===== config.mk =====
export PLATFORM = sky130hd
export DESIGN_NAME = ref_clock_out_and_power_save
export DESIGN_NICKNAME = d
export VERILOG_FILES = /design/src/verilog/ref_clock_pkg.sv /design/src/verilog/ref_clock_divider.sv /design/src/verilog/ref_clock_out_and_power_save.sv
export SDC_FILE = /design/constraint.sdc
export NUM_CORES = 1
export LEC_CHECK = 0
export BUFFER_PORTS_ARGS = -buffer_cell sky130_fd_sc_hd__buf_2
export CORE_AREA = 2 2 91 93
export DETAILED_ROUTE_END_ITERATION = 16
export DIE_AREA = 0 0 93 95
export PLACE_DENSITY = 0.77
export SYNTH_ARGS = -nofsm -noshare
export SYNTH_HDL_FRONTEND = slang
export SYNTH_SLANG_ARGS = --single-unit
export TNS_END_PERCENT = 30

===== constraint.sdc =====
create_clock -name clock -period 3.9 [get_ports clock]
set_clock_uncertainty 0.05 [all_clocks]
set_input_delay 0.78 -clock clock [delete_from_list [all_inputs] [get_ports clock]]
set_output_delay 0.78 -clock clock [all_outputs]
set_load 0.005 [all_outputs]

===== src/verilog/ref_clock_pkg.sv =====
// Purpose: Shared constants and types for the reference clock output and power-save block.
// Assumes: One 25 MHz clock; 16-bit registers behind a plain strobe port.
// Notes: Behaviour summary follows.

package ref_clock_pkg;

  localparam int ADDR_W = 4;
  localparam int DATA_W = 16;

  localparam logic [ADDR_W-1:0] REF_CTRL_ADDR = 4'h0;
  localparam logic [ADDR_W-1:0] PWR_CTRL_ADDR = 4'h1;
  localparam logic [ADDR_W-1:0] PWR_STAT_ADDR = 4'h2;

  localparam int REF_ENABLE_BIT = 15;
  localparam int REF_SLEEP_BIT = 13;
  localparam int REF_PRIMARY_BIT = 12;
  localparam int REF_DIV_LSB = 8;
  localparam int REF_DIV_W = 4;
  localparam logic [DATA_W-1:0] REF_CTRL_MASK = 16'hbf00;
  localparam logic [DATA_W-1:0] REF_CTRL_RESET = 16'h0000;

  localparam int REG_KEEP_BIT = 0;
  localparam int OSC_KEEP_BIT = 1;
  localparam logic REG_KEEP_RESET = 1'b1;
  localparam logic OSC_KEEP_RESET = 1'b0;

  localparam int CLOCK_MHZ = 25;
  localparam int REG_WAKE_US = 190;
  localparam int REG_WAKE_CYCLES = REG_WAKE_US * CLOCK_MHZ;
  localparam int WAKE_CNT_W = 16;
  localparam int SRC_W = 3;

  typedef enum logic [2:0]
  {
    PS_RUN = 3'b000,
    PS_ENTER = 3'b001,
    PS_SLEEP = 3'b010,
    PS_IDLE = 3'b011,
    PS_WAKE = 3'b100
  } ps_state_e;

endpackage : ref_clock_pkg


===== src/verilog/ref_clock_divider.sv =====
// Purpose: Power-of-two divider for the reference clock output.
// Assumes: Base clock arrives as a level sampled on the system clock.
// Notes: Output is low from the first enabled clock after the divider is disabled.

`timescale 1ns/10ps

module ref_clock_divider #(
  parameter int DIV_W = 4,
  parameter int CNT_W = 15
) (
  // Clock, reset and freeze.
  input wire logic clock,
  input wire logic rst_b,
  input wire logic clkEn,
  // Control.
  input wire logic enable,
  input wire logic baseLevel,
  input wire logic [DIV_W-1:0] divisorSel,
  // Output.
  output logic clkOut
);

  logic baseLevel_r;
  logic [DIV_W-1:0] activeSel_r;
  logic [CNT_W-1:0] count_r;
  logic [CNT_W-1:0] halfLast;
  logic baseRise;

  assign baseRise = baseLevel & ~baseLevel_r;

  // Divide by 2**code toggles every 2**(code-1) base edges; code 2 gives two.
  always_comb
  begin
    halfLast = (CNT_W'(1) << (activeSel_r - DIV_W'(1))) - CNT_W'(1);
  end

  always_ff @(posedge clock)
  begin
    if (!rst_b)
      baseLevel_r <= 1'b0;
    else if (clkEn)
      baseLevel_r <= baseLevel;
  end

  // A new divisor is taken while disabled, or otherwise only as the output is driven low: when a high half-period ends, or for code 0 while the base is low.
  always_ff @(posedge clock)
  begin
    if (!rst_b)
    begin
      activeSel_r <= '0;
      count_r <= '0;
      clkOut <= 1'b0;
    end
    else if (clkEn)
    begin
      if (!enable)
      begin
        activeSel_r <= divisorSel;
        count_r <= '0;
        clkOut <= 1'b0;
      end
      else if (activeSel_r == '0)
      begin
        clkOut <= baseLevel;
        if (!baseLevel)
          activeSel_r <= divisorSel;
      end
      else if (baseRise)
      begin
        if (count_r == halfLast)
        begin
          count_r <= '0;
          clkOut <= ~clkOut;
          if (clkOut)
            activeSel_r <= divisorSel;
        end
        else
          count_r <= count_r + CNT_W'(1);
      end
    end
  end

endmodule : ref_clock_divider


===== src/verilog/ref_clock_out_and_power_save.sv =====
// Purpose: Reference clock output and instruction-entered Sleep and Idle control.
// Assumes: Clock sources and wake events arrive as levels synchronous to clock.
// Notes: Register reads return data in the cycle after the read strobe.

`timescale 1ns/10ps

module ref_clock_out_and_power_save #(
  parameter int REG_WAKE_CYCLES = ref_clock_pkg::REG_WAKE_CYCLES
) (
  // Clock, reset and freeze.
  input wire logic clock,
  input wire logic rst_b,
  input wire logic clkEn,
  // Register port.
  input wire logic [ref_clock_pkg::ADDR_W-1:0] regAddr,
  input wire logic [ref_clock_pkg::DATA_W-1:0] regWrData,
  input wire logic regWrEn,
  input wire logic regRdEn,
  output logic [ref_clock_pkg::DATA_W-1:0] regRdData,
  // Power-save instruction from the core.
  input wire logic powerSaveInstr,
  input wire logic powerSaveOperand,
  // Wake sources and configuration.
  input wire logic irqPending,
  input wire logic watchdogTimeout,
  input wire logic watchdogEnable,
  input wire logic failsafeEnable,
  input wire logic primaryOscMode,
  input wire logic [ref_clock_pkg::SRC_W-1:0] nextClockSourceSel,
  // Clock sources seen as levels.
  input wire logic sysClockLevel,
  input wire logic primaryOscLevel,
  // Clock and power controls.
  output logic cpuClockEnable,
  output logic sysClockRun,
  output logic onChipOscRun,
  output logic periphClockEnable,
  output logic primaryOscRun,
  output logic lowPowerRcRun,
  output logic failsafeRun,
  output logic regulatorStandby,
  output logic watchdogClear,
  output logic wakeResume,
  output logic [ref_clock_pkg::SRC_W-1:0] activeClockSource,
  // Reference clock pin.
  output logic refClockPin,
  output logic refClockOe
);

  ////////////////////////////////////////////////////////////////////////////////

  logic refEnable_r;
  logic runInSleep_r;
  logic sourcePrimary_r;
  logic [ref_clock_pkg::REF_DIV_W-1:0] divisorSel_r;
  logic regKeep_r;
  logic oscKeep_r;
  logic [ref_clock_pkg::DATA_W-1:0] rdData_r;
  logic [ref_clock_pkg::DATA_W-1:0] rdNxt;
  logic [ref_clock_pkg::DATA_W-1:0] refCtrlView;

  ref_clock_pkg::ps_state_e state_r;
  ref_clock_pkg::ps_state_e stateNxt;
  logic modeIdle_r;
  logic heldWake_r;
  logic wakeResume_r;
  logic [ref_clock_pkg::WAKE_CNT_W-1:0] wakeCount_r;
  logic [ref_clock_pkg::SRC_W-1:0] savedSource_r;
  logic wakeEvent;
  logic sleeping;
  logic refActive;
  logic baseLevel;
  logic regWriteCtrl;
  logic regWritePwr;

  assign regWriteCtrl = regWrEn && regAddr == ref_clock_pkg::REF_CTRL_ADDR;
  assign regWritePwr = regWrEn && regAddr == ref_clock_pkg::PWR_CTRL_ADDR;

  ////////////////////////////////////////////////////////////////////////////////
  // Register file.

  always_ff @(posedge clock)
  begin
    if (!rst_b)
    begin
      refEnable_r <= ref_clock_pkg::REF_CTRL_RESET[ref_clock_pkg::REF_ENABLE_BIT];
      runInSleep_r <= ref_clock_pkg::REF_CTRL_RESET[ref_clock_pkg::REF_SLEEP_BIT];
      sourcePrimary_r <= ref_clock_pkg::REF_CTRL_RESET[ref_clock_pkg::REF_PRIMARY_BIT];
      divisorSel_r <= '0;
    end
    else if (clkEn && regWriteCtrl)
    begin
      refEnable_r <= regWrData[ref_clock_pkg::REF_ENABLE_BIT];
      runInSleep_r <= regWrData[ref_clock_pkg::REF_SLEEP_BIT];
      sourcePrimary_r <= regWrData[ref_clock_pkg::REF_PRIMARY_BIT];
      divisorSel_r <= regWrData[ref_clock_pkg::REF_DIV_LSB +: ref_clock_pkg::REF_DIV_W];
    end
  end

  always_ff @(posedge clock)
  begin
    if (!rst_b)
    begin
      regKeep_r <= ref_clock_pkg::REG_KEEP_RESET;
      oscKeep_r <= ref_clock_pkg::OSC_KEEP_RESET;
    end
    else if (clkEn && regWritePwr)
    begin
      regKeep_r <= regWrData[ref_clock_pkg::REG_KEEP_BIT];
      oscKeep_r <= regWrData[ref_clock_pkg::OSC_KEEP_BIT];
    end
  end

  // Unimplemented control bits are simply never stored, so they read zero.
  always_comb
  begin
    refCtrlView = '0;
    refCtrlView[ref_clock_pkg::REF_ENABLE_BIT] = refEnable_r;
    refCtrlView[ref_clock_pkg::REF_SLEEP_BIT] = runInSleep_r;
    refCtrlView[ref_clock_pkg::REF_PRIMARY_BIT] = sourcePrimary_r;
    refCtrlView[ref_clock_pkg::REF_DIV_LSB +: ref_clock_pkg::REF_DIV_W] = divisorSel_r;
  end

  always_comb
  begin
    rdNxt = '0;
    case (regAddr)
      ref_clock_pkg::REF_CTRL_ADDR:
        rdNxt = refCtrlView & ref_clock_pkg::REF_CTRL_MASK;
      ref_clock_pkg::PWR_CTRL_ADDR:
      begin
        rdNxt[ref_clock_pkg::REG_KEEP_BIT] = regKeep_r;
        rdNxt[ref_clock_pkg::OSC_KEEP_BIT] = oscKeep_r;
      end
      ref_clock_pkg::PWR_STAT_ADDR:
        rdNxt = {8'h00, heldWake_r, refActive, modeIdle_r, 2'b00, state_r};
      default:
        rdNxt = '0;
    endcase
  end

  always_ff @(posedge clock)
  begin
    if (!rst_b)
      rdData_r <= '0;
    else if (clkEn)
      rdData_r <= regRdEn ? rdNxt : '0;
  end

  assign regRdData = rdData_r;

  ////////////////////////////////////////////////////////////////////////////////
  // Power-save sequencer.

  assign wakeEvent = irqPending | watchdogTimeout;
  assign sleeping = state_r == ref_clock_pkg::PS_SLEEP || state_r == ref_clock_pkg::PS_WAKE;

  always_comb
  begin
    stateNxt = state_r;
    case (state_r)
      ref_clock_pkg::PS_RUN:
        if (powerSaveInstr)
          stateNxt = ref_clock_pkg::PS_ENTER;
      ref_clock_pkg::PS_ENTER:
        stateNxt = modeIdle_r ? ref_clock_pkg::PS_IDLE : ref_clock_pkg::PS_SLEEP;
      ref_clock_pkg::PS_SLEEP:
        if (wakeEvent || heldWake_r)
          stateNxt = regKeep_r ? ref_clock_pkg::PS_RUN : ref_clock_pkg::PS_WAKE;
      ref_clock_pkg::PS_IDLE:
        if (wakeEvent || heldWake_r)
          stateNxt = ref_clock_pkg::PS_RUN;
      ref_clock_pkg::PS_WAKE:
        if (wakeCount_r == '0)
          stateNxt = ref_clock_pkg::PS_RUN;
      default:
        stateNxt = ref_clock_pkg::PS_RUN;
    endcase
  end

  always_ff @(posedge clock)
  begin
    if (!rst_b)
      state_r <= ref_clock_pkg::PS_RUN;
    else if (clkEn)
      state_r <= stateNxt;
  end

  always_ff @(posedge clock)
  begin
    if (!rst_b)
      modeIdle_r <= 1'b0;
    else if (clkEn && state_r == ref_clock_pkg::PS_RUN && powerSaveInstr)
      modeIdle_r <= powerSaveOperand;
  end

  // Wake events seen while entering are kept and acted on once the mode is reached.
  always_ff @(posedge clock)
  begin
    if (!rst_b)
      heldWake_r <= 1'b0;
    else if (clkEn)
    begin
      if ((state_r == ref_clock_pkg::PS_RUN && powerSaveInstr) ||
          state_r == ref_clock_pkg::PS_ENTER)
        heldWake_r <= heldWake_r | wakeEvent;
      else if (state_r != ref_clock_pkg::PS_RUN && stateNxt != state_r)
        heldWake_r <= 1'b0;
    end
  end

  always_ff @(posedge clock)
  begin
    if (!rst_b)
      wakeCount_r <= '0;
    else if (clkEn)
    begin
      if (state_r == ref_clock_pkg::PS_SLEEP)
        wakeCount_r <= ref_clock_pkg::WAKE_CNT_W'(REG_WAKE_CYCLES - 1);
      else if (state_r == ref_clock_pkg::PS_WAKE && wakeCount_r != '0)
        wakeCount_r <= wakeCount_r - ref_clock_pkg::WAKE_CNT_W'(1);
    end
  end

  always_ff @(posedge clock)
  begin
    if (!rst_b)
      savedSource_r <= '0;
    else if (clkEn && state_r == ref_clock_pkg::PS_RUN)
      savedSource_r <= nextClockSourceSel;
  end

  always_ff @(posedge clock)
  begin
    if (!rst_b)
      wakeResume_r <= 1'b0;
    else if (clkEn)
      wakeResume_r <= state_r != ref_clock_pkg::PS_RUN &&
                      state_r != ref_clock_pkg::PS_ENTER &&
                      stateNxt == ref_clock_pkg::PS_RUN;
  end

  ////////////////////////////////////////////////////////////////////////////////
  // Clock and power controls.

  assign cpuClockEnable = state_r == ref_clock_pkg::PS_RUN ||
                          state_r == ref_clock_pkg::PS_ENTER;
  assign sysClockRun = !sleeping;
  assign onChipOscRun = !sleeping;
  assign periphClockEnable = !sleeping;
  assign primaryOscRun = primaryOscMode && (!sleeping || oscKeep_r);
  assign lowPowerRcRun = sleeping ? watchdogEnable : (watchdogEnable | failsafeEnable);
  assign failsafeRun = failsafeEnable && !sleeping;
  assign regulatorStandby = sleeping && !regKeep_r;
  assign watchdogClear = state_r == ref_clock_pkg::PS_ENTER;
  assign wakeResume = wakeResume_r;
  assign activeClockSource = state_r == ref_clock_pkg::PS_RUN ?
                             nextClockSourceSel : savedSource_r;

  ////////////////////////////////////////////////////////////////////////////////
  // Reference clock output.

  assign refActive = refEnable_r &&
                     (!sleeping || (runInSleep_r && sourcePrimary_r && primaryOscRun));
  assign baseLevel = sourcePrimary_r ? (primaryOscLevel & primaryOscRun) :
                     (sysClockLevel & sysClockRun);

  ref_clock_divider #(
    .DIV_W(ref_clock_pkg::REF_DIV_W),
    .CNT_W(15)
  ) divider (
    .clock(clock),
    .rst_b(rst_b),
    .clkEn(clkEn),
    .enable(refActive),
    .baseLevel(baseLevel),
    .divisorSel(divisorSel_r),
    .clkOut(refClockPin)
  );

  assign refClockOe = refEnable_r;
endmodule : ref_clock_out_and_power_save


# After elaboration in Yosys (flattened, before gate mapping)
# Cells that the tools add are included.
# totals
regBits	71
output_inout_bits	31
elab_cells	115
# classes
add_sub_neg	4
eq_ne	15
shift	1
n_mux	31
bitwise_logic	8
n_reduce_logical	39
# ops
cell	count
15-bit two-way mux	4
16-bit two-way mux	3
14-bit case mux with 2 select lines	1
4-bit two-way mux	6
3-bit two-way mux	6
1-bit logical AND	17
16-bit zero test	1
16-bit nonzero test	1
16-bit by 1-bit subtractor with 16-bit output, second input constant	1
15-bit by 1-bit adder with 15-bit output, second input constant	1
15-bit equality test	1
3-bit case mux with 5 select lines	1
1-bit by 4-bit << shifter with 15-bit output, first input constant	1
15-bit by 2-bit subtractor with 15-bit output, second input constant	1
3-bit != test, second input constant	4
1-bit two-way mux	9
4-bit zero test	2
3-bit by 2-bit equality test with 1-bit output, second input constant	2
3-bit zero test	2
1-bit logical OR	6
3-bit AND reduction	2
5-bit AND reduction	1
4-bit by 1-bit equality test with 1-bit output, second input constant	1
4-bit by 2-bit equality test with 1-bit output, second input constant	1
other kinds (14)	23

# Longest topological paths before layout
# logic_depth
depth_word	11
mapped_depth	14
depth_no_buf	10

# Hierarchy
# A second synthesis with hierarchy kept.
# hier_totals
cells_unflattened	541
hier_area_um2	4360.4
# modules_own_cells
module	instances	cells_per_inst	area_each_um2
ref_clock_out_and_power_save	1	262	2319.7
ref_clock_divider	1	279	2040.7

# Least setup slack after synthesis
# Ideal clock, no wire load.
# synth_timing
path_type	register -> register
from	register divider.activeSel_r[1]
to	register divider.count_r[10]
arrival_ps	2705
t_required_ps	3722
path_slack_ps	1018
path_stages_with_launch	15
period_less_slack_ps	2882
path_cell_list	dfxtp_1 buf_4 clkbuf_1 nand2_1 ha_1 buf_2 xnor2_1 xnor2_1 a311oi_1 o211ai_1 or4_1 buf_2 buf_6 o22ai_1 o21ai_1
# synth_via
elab_chain_len	8
# synth_rtl
item	line_no	source
start, declared	ref_clock_divider.sv:24	logic [DIV_W-1:0] activeSel_r;
start signal, assigned	ref_clock_divider.sv:58	activeSel_r <= divisorSel;
start signal, assigned	ref_clock_divider.sv:66	activeSel_r <= divisorSel;
start signal, assigned	ref_clock_divider.sv:75	activeSel_r <= divisorSel;
4-bit by 1-bit subtractor with 4-bit output	ref_clock_divider.sv:34	halfLast = (CNT_W'(1) << (activeSel_r - DIV_W'(1))) - CNT_W'(1);
1-bit by 4-bit << shifter with 15-bit output	ref_clock_divider.sv:34	
15-bit by 2-bit subtractor with 15-bit output	ref_clock_divider.sv:34	
15-bit equality test	ref_clock_divider.sv:70	if (count_r == halfLast)
15-bit two-way mux	ref_clock_divider.sv:70	
15-bit two-way mux	ref_clock_divider.sv:68	else if (baseRise)
15-bit two-way mux	ref_clock_divider.sv:62	else if (activeSel_r == '0)
15-bit two-way mux	ref_clock_divider.sv:56	if (!enable)
end signal, assigned	ref_clock_divider.sv:78	count_r <= count_r + CNT_W'(1);
end, declared	ref_clock_divider.sv:25	logic [CNT_W-1:0] count_r;
# Parallel ways exist; a longest one is shown, timed or not. The select of a mux whose other input is x is not followed.
# A chain may end at the register's enable or synchronous reset.

# Final worst setup path
# layout_timing
from	register divider.activeSel_r[3]
to	register divider.clkOut
# layout_via
elab_chain_len	6
# layout_rtl
item	line_no	source
4-bit by 1-bit subtractor with 4-bit output	ref_clock_divider.sv:34	
1-bit by 4-bit << shifter with 15-bit output	ref_clock_divider.sv:34	
15-bit by 2-bit subtractor with 15-bit output	ref_clock_divider.sv:34	
15-bit equality test	ref_clock_divider.sv:70	
3-bit != test (no source line)	n/a	
3-bit AND reduction (no source line)	n/a	
end signal, assigned	ref_clock_divider.sv:64	clkOut <= baseLevel;
end signal, assigned	ref_clock_divider.sv:73	clkOut <= ~clkOut;
end, declared	ref_clock_divider.sv:20	output logic clkOut
# Parallel ways exist; a longest one is shown, timed or not.

==> impl_metrics.env <==
export IMPL_post_route_period_util_pct=89.4
export IMPL_gp_congestion=0.835
export IMPL_cts_htree_levels=3
export IMPL_holdCritPathClass="flip-flop to flip-flop"
export IMPL_power_leakage_nw=1.73
export IMPL_ioPinCount=68
export IMPL_r2r_slack_ps=410
export IMPL_cts_resized=0
export IMPL_fp_dieH_um=95
export IMPL_dieArea_mm2=0.00884
export IMPL_synth_warnings=0
export IMPL_register_area_mm2=0.00136
export IMPL_max_slew_margin_pct=27.1
export IMPL_setup_ws_ps=415
export IMPL_die_width_um=93
export IMPL_cts_tree="done"
export IMPL_grt_overflow=0
export IMPL_status="complete, no violations"
export IMPL_crit_type="flip-flop to flip-flop"
export IMPL_synth_edf_count=0
export IMPL_ir_drop_v=0.000232
export IMPL_finalCriticalPeriod_ps=3490
export IMPL_start_kind="flip-flop"
export IMPL_fin_util_pct=59.5
export IMPL_area_growth_synth_to_final_pct=11.8
export IMPL_path_max_fanout=16
export IMPL_ys_flop_type="dfxtp_1"
export IMPL_endpoint_kind="flip-flop"
export IMPL_synth_area_mux_share_pct=6.64
export IMPL_cts_sinks=68
export IMPL_fin_tns_setup_ps=0
export IMPL_setup_viol=0
export IMPL_max_freq_mhz=287
export IMPL_yosysSeqAreaShare_pct=32.3
export IMPL_dpl_worst_slack_ps=521
export IMPL_hold_slack_ps=429
export IMPL_grt_first_pass_wirelength_mm=17.1
export IMPL_firstDrtPassIters=5
export IMPL_root_buffer="clkbuf_8"
export IMPL_slew_violations=0
export IMPL_synthXorXnorAreaFrac_pct=4.57
export IMPL_fin_nets=597
export IMPL_place_inst=651
export IMPL_ys_ff_latch=68
export IMPL_syn_area_mm2=0.00422
export IMPL_arrival_ps=3710
export IMPL_clock_latency_ps=340
export IMPL_initial_core_util_pct=53.2
export IMPL_required_ps=4130
export IMPL_hpwlAfterDp_mm=7.03
export IMPL_synthArstFlopShare_pct=0
export IMPL_grt_pass1_vias=3738
export IMPL_grt_antenna_before_repair=0
export IMPL_worst_pin_slew_ps=1080
export IMPL_fp_coreArea_mm2=0.00793
export IMPL_grt_max_degree=51
export IMPL_synth_avg_cell_area_um2=8.11
export IMPL_portBuffers=57
export IMPL_grt_util_all_layers_pct=23.8
export IMPL_numCtsBuffers=9
export IMPL_core_rowCount=33
export IMPL_clockBufferDepth=2
export IMPL_synthAdderAreaFrac_pct=0.890
export IMPL_powerDensity_mw_per_mm2=304
export IMPL_stdcell_count=667
export IMPL_wire_per_inst_um=15.3
export IMPL_synthSimpleGateAreaFrac_pct=31.0
export IMPL_synth_top_family_by_area="simple AND/OR/NAND/NOR gates"
export IMPL_diodes=0
export IMPL_multi_input_area_mm2=0.00261
export IMPL_viasPerCell=5.98
export IMPL_drc_errors=0
export IMPL_wl_mm=10.2
export IMPL_clk_pin_slew_ps=80
export IMPL_synth_cell_types=64
export IMPL_hold_buffers=0
export IMPL_dr_first_iter_drc_count=305
export IMPL_drive_gt1_share_pct=18.0
export IMPL_post_cts_buffers=0
export IMPL_netlist_instances=520
export IMPL_finalHoldViolations=0
export IMPL_vias=3986
export IMPL_rsz0062_at_grt="no"
export IMPL_drv_cap=0
export IMPL_postRouteAntennaNets=0
export IMPL_n_fill_cell=707
export IMPL_synth_compound_area_share_pct=18.4
## cell families (layout without fill, tap and decap cells)
logic type,count (synthesis),after routing
multiplexers,27,27
other,1,3
adder cells (fa/ha/maj),3,3
buffers and inverters,56,96
AO/OA/AOI/OAI,113,113
AND/OR/NAND/NOR,230,230
XOR/XNOR,22,22
flip-flops,68,68
## where the power goes
group          internal (W)  switching, W  leakage (nW)
sequential         0.000703     0.0000101         0.549
combinational     0.0000583     0.0000732          1.09
clock              0.000298      0.000291        0.0923
## critical path, cell delays in order, from the launching register on
cell and delay [ps]:
dfxtp_1 530, inv_1 200, nand3_1 150, ha_1 410, nor3b_1 350, a31oi_1 90
o22ai_1 220, xor2_1 100, or4_1 840, o21ai_1 270, mux2i_1 200
## routing by layer
metal  track usage (%)  share of wire, %
met3              6.15               6.6
met1              29.5                43
met5                 0                 0
met4              7.97               2.0
met2              40.2                48
## flip-flops by register name, indices dropped and copies added, names as in the netlist
name and cells:
divider.clkOut 1, oscKeep_r 1, divider.activeSel_r 4, sourcePrimary_r 1
wakeCount_r 16, state_r 3, savedSource_r 3, refClockOe 1
wakeResume 1, regKeep_r 1, modeIdle_r 1, divisorSel_r 4
runInSleep_r 1, divider.count_r 15, divider.baseLevel_r 1, heldWake_r 1
regRdData 13
## worst paths after layout
path | from | to | depth (start not counted)
max | divider.activeSel_r[3] | divider.clkOut | 10
min reg2reg | wakeCount_r[5] | wakeCount_r[5] | 2
max reg2reg | divider.activeSel_r[3] | divider.clkOut | 10
min | wakeCount_r[5] | wakeCount_r[5] | 2
## layout by cell type, fill, tap and decap left out, types with 9 or more instances in the layout
cell type	instances
xnor2_1	11
and3_1	9
xor2_1	11
nor2b_1	37
a22oi_1	15
buf_4	11
a21oi_1	13
o22ai_1	16
nor3_1	23
nor2_1	33
nand2b_1	11
o21ai_0	11
dfxtp_1	68
buf_2	57
inv_1	12
nand4b_1	14
nand3_1	9
clkbuf_8	9
nand2_1	44
mux2i_1	22
o21ai_1	14
## stage by stage
stage / total power [W] / area [um^2]
6_report: 0.00143 / 4720
3_3_place_gp: 0.000857 / 4520
3_5_place_dp: 0.000861 / 4520
4_1_cts: 0.00145 / 4720
5_1_grt: 0.00150 / 4720
2_1_floorplan: 0.000820 / 4230
## cell usage after synthesis (3+ instances only)
cell / count / area, um^2
a21boi_0: 6 / 45.0
a21boi_1: 3 / 22.5
a21oi_1: 13 / 65.1
a22oi_1: 15 / 113
a31oi_1: 3 / 18.8
and2_1: 4 / 25.0
and3_1: 9 / 56.3
buf_2: 9 / 45.0
buf_4: 6 / 45.0
clkbuf_1: 27 / 101
dfxtp_1: 68 / 1360
ha_1: 3 / 37.5
inv_1: 12 / 45.0
mux2_2: 4 / 45.0
mux2i_1: 22 / 220
nand2_1: 44 / 165
nand2b_1: 11 / 68.8
nand3_1: 9 / 45.0
nand3b_1: 4 / 30.0
nand4_1: 4 / 25.0
nand4b_1: 14 / 123
nor2_1: 33 / 124
nor2b_1: 37 / 231
nor3_1: 23 / 115
nor3b_1: 6 / 45.0
nor4_1: 7 / 43.8
nor4b_1: 5 / 43.8
o211ai_1: 8 / 60.1
o21ai_0: 11 / 55.1
o21ai_1: 14 / 70.1
o22ai_1: 16 / 100
or3_1: 3 / 18.8
or4_1: 4 / 30.0
xnor2_1: 11 / 96.3
xor2_1: 11 / 96.3
## layout make-up
type,count,share of cell area (%)
Sequential cell,68,28.9
Tap cell,105,2.79
Multi-Input combinational cell,398,55.4
Clock inverter,7,1.59
Clock buffer,9,2.63
Inverter,12,0.955
Timing Repair Buffer,68,7.80
No activity file was read; power rests on OpenSTA's default activity.
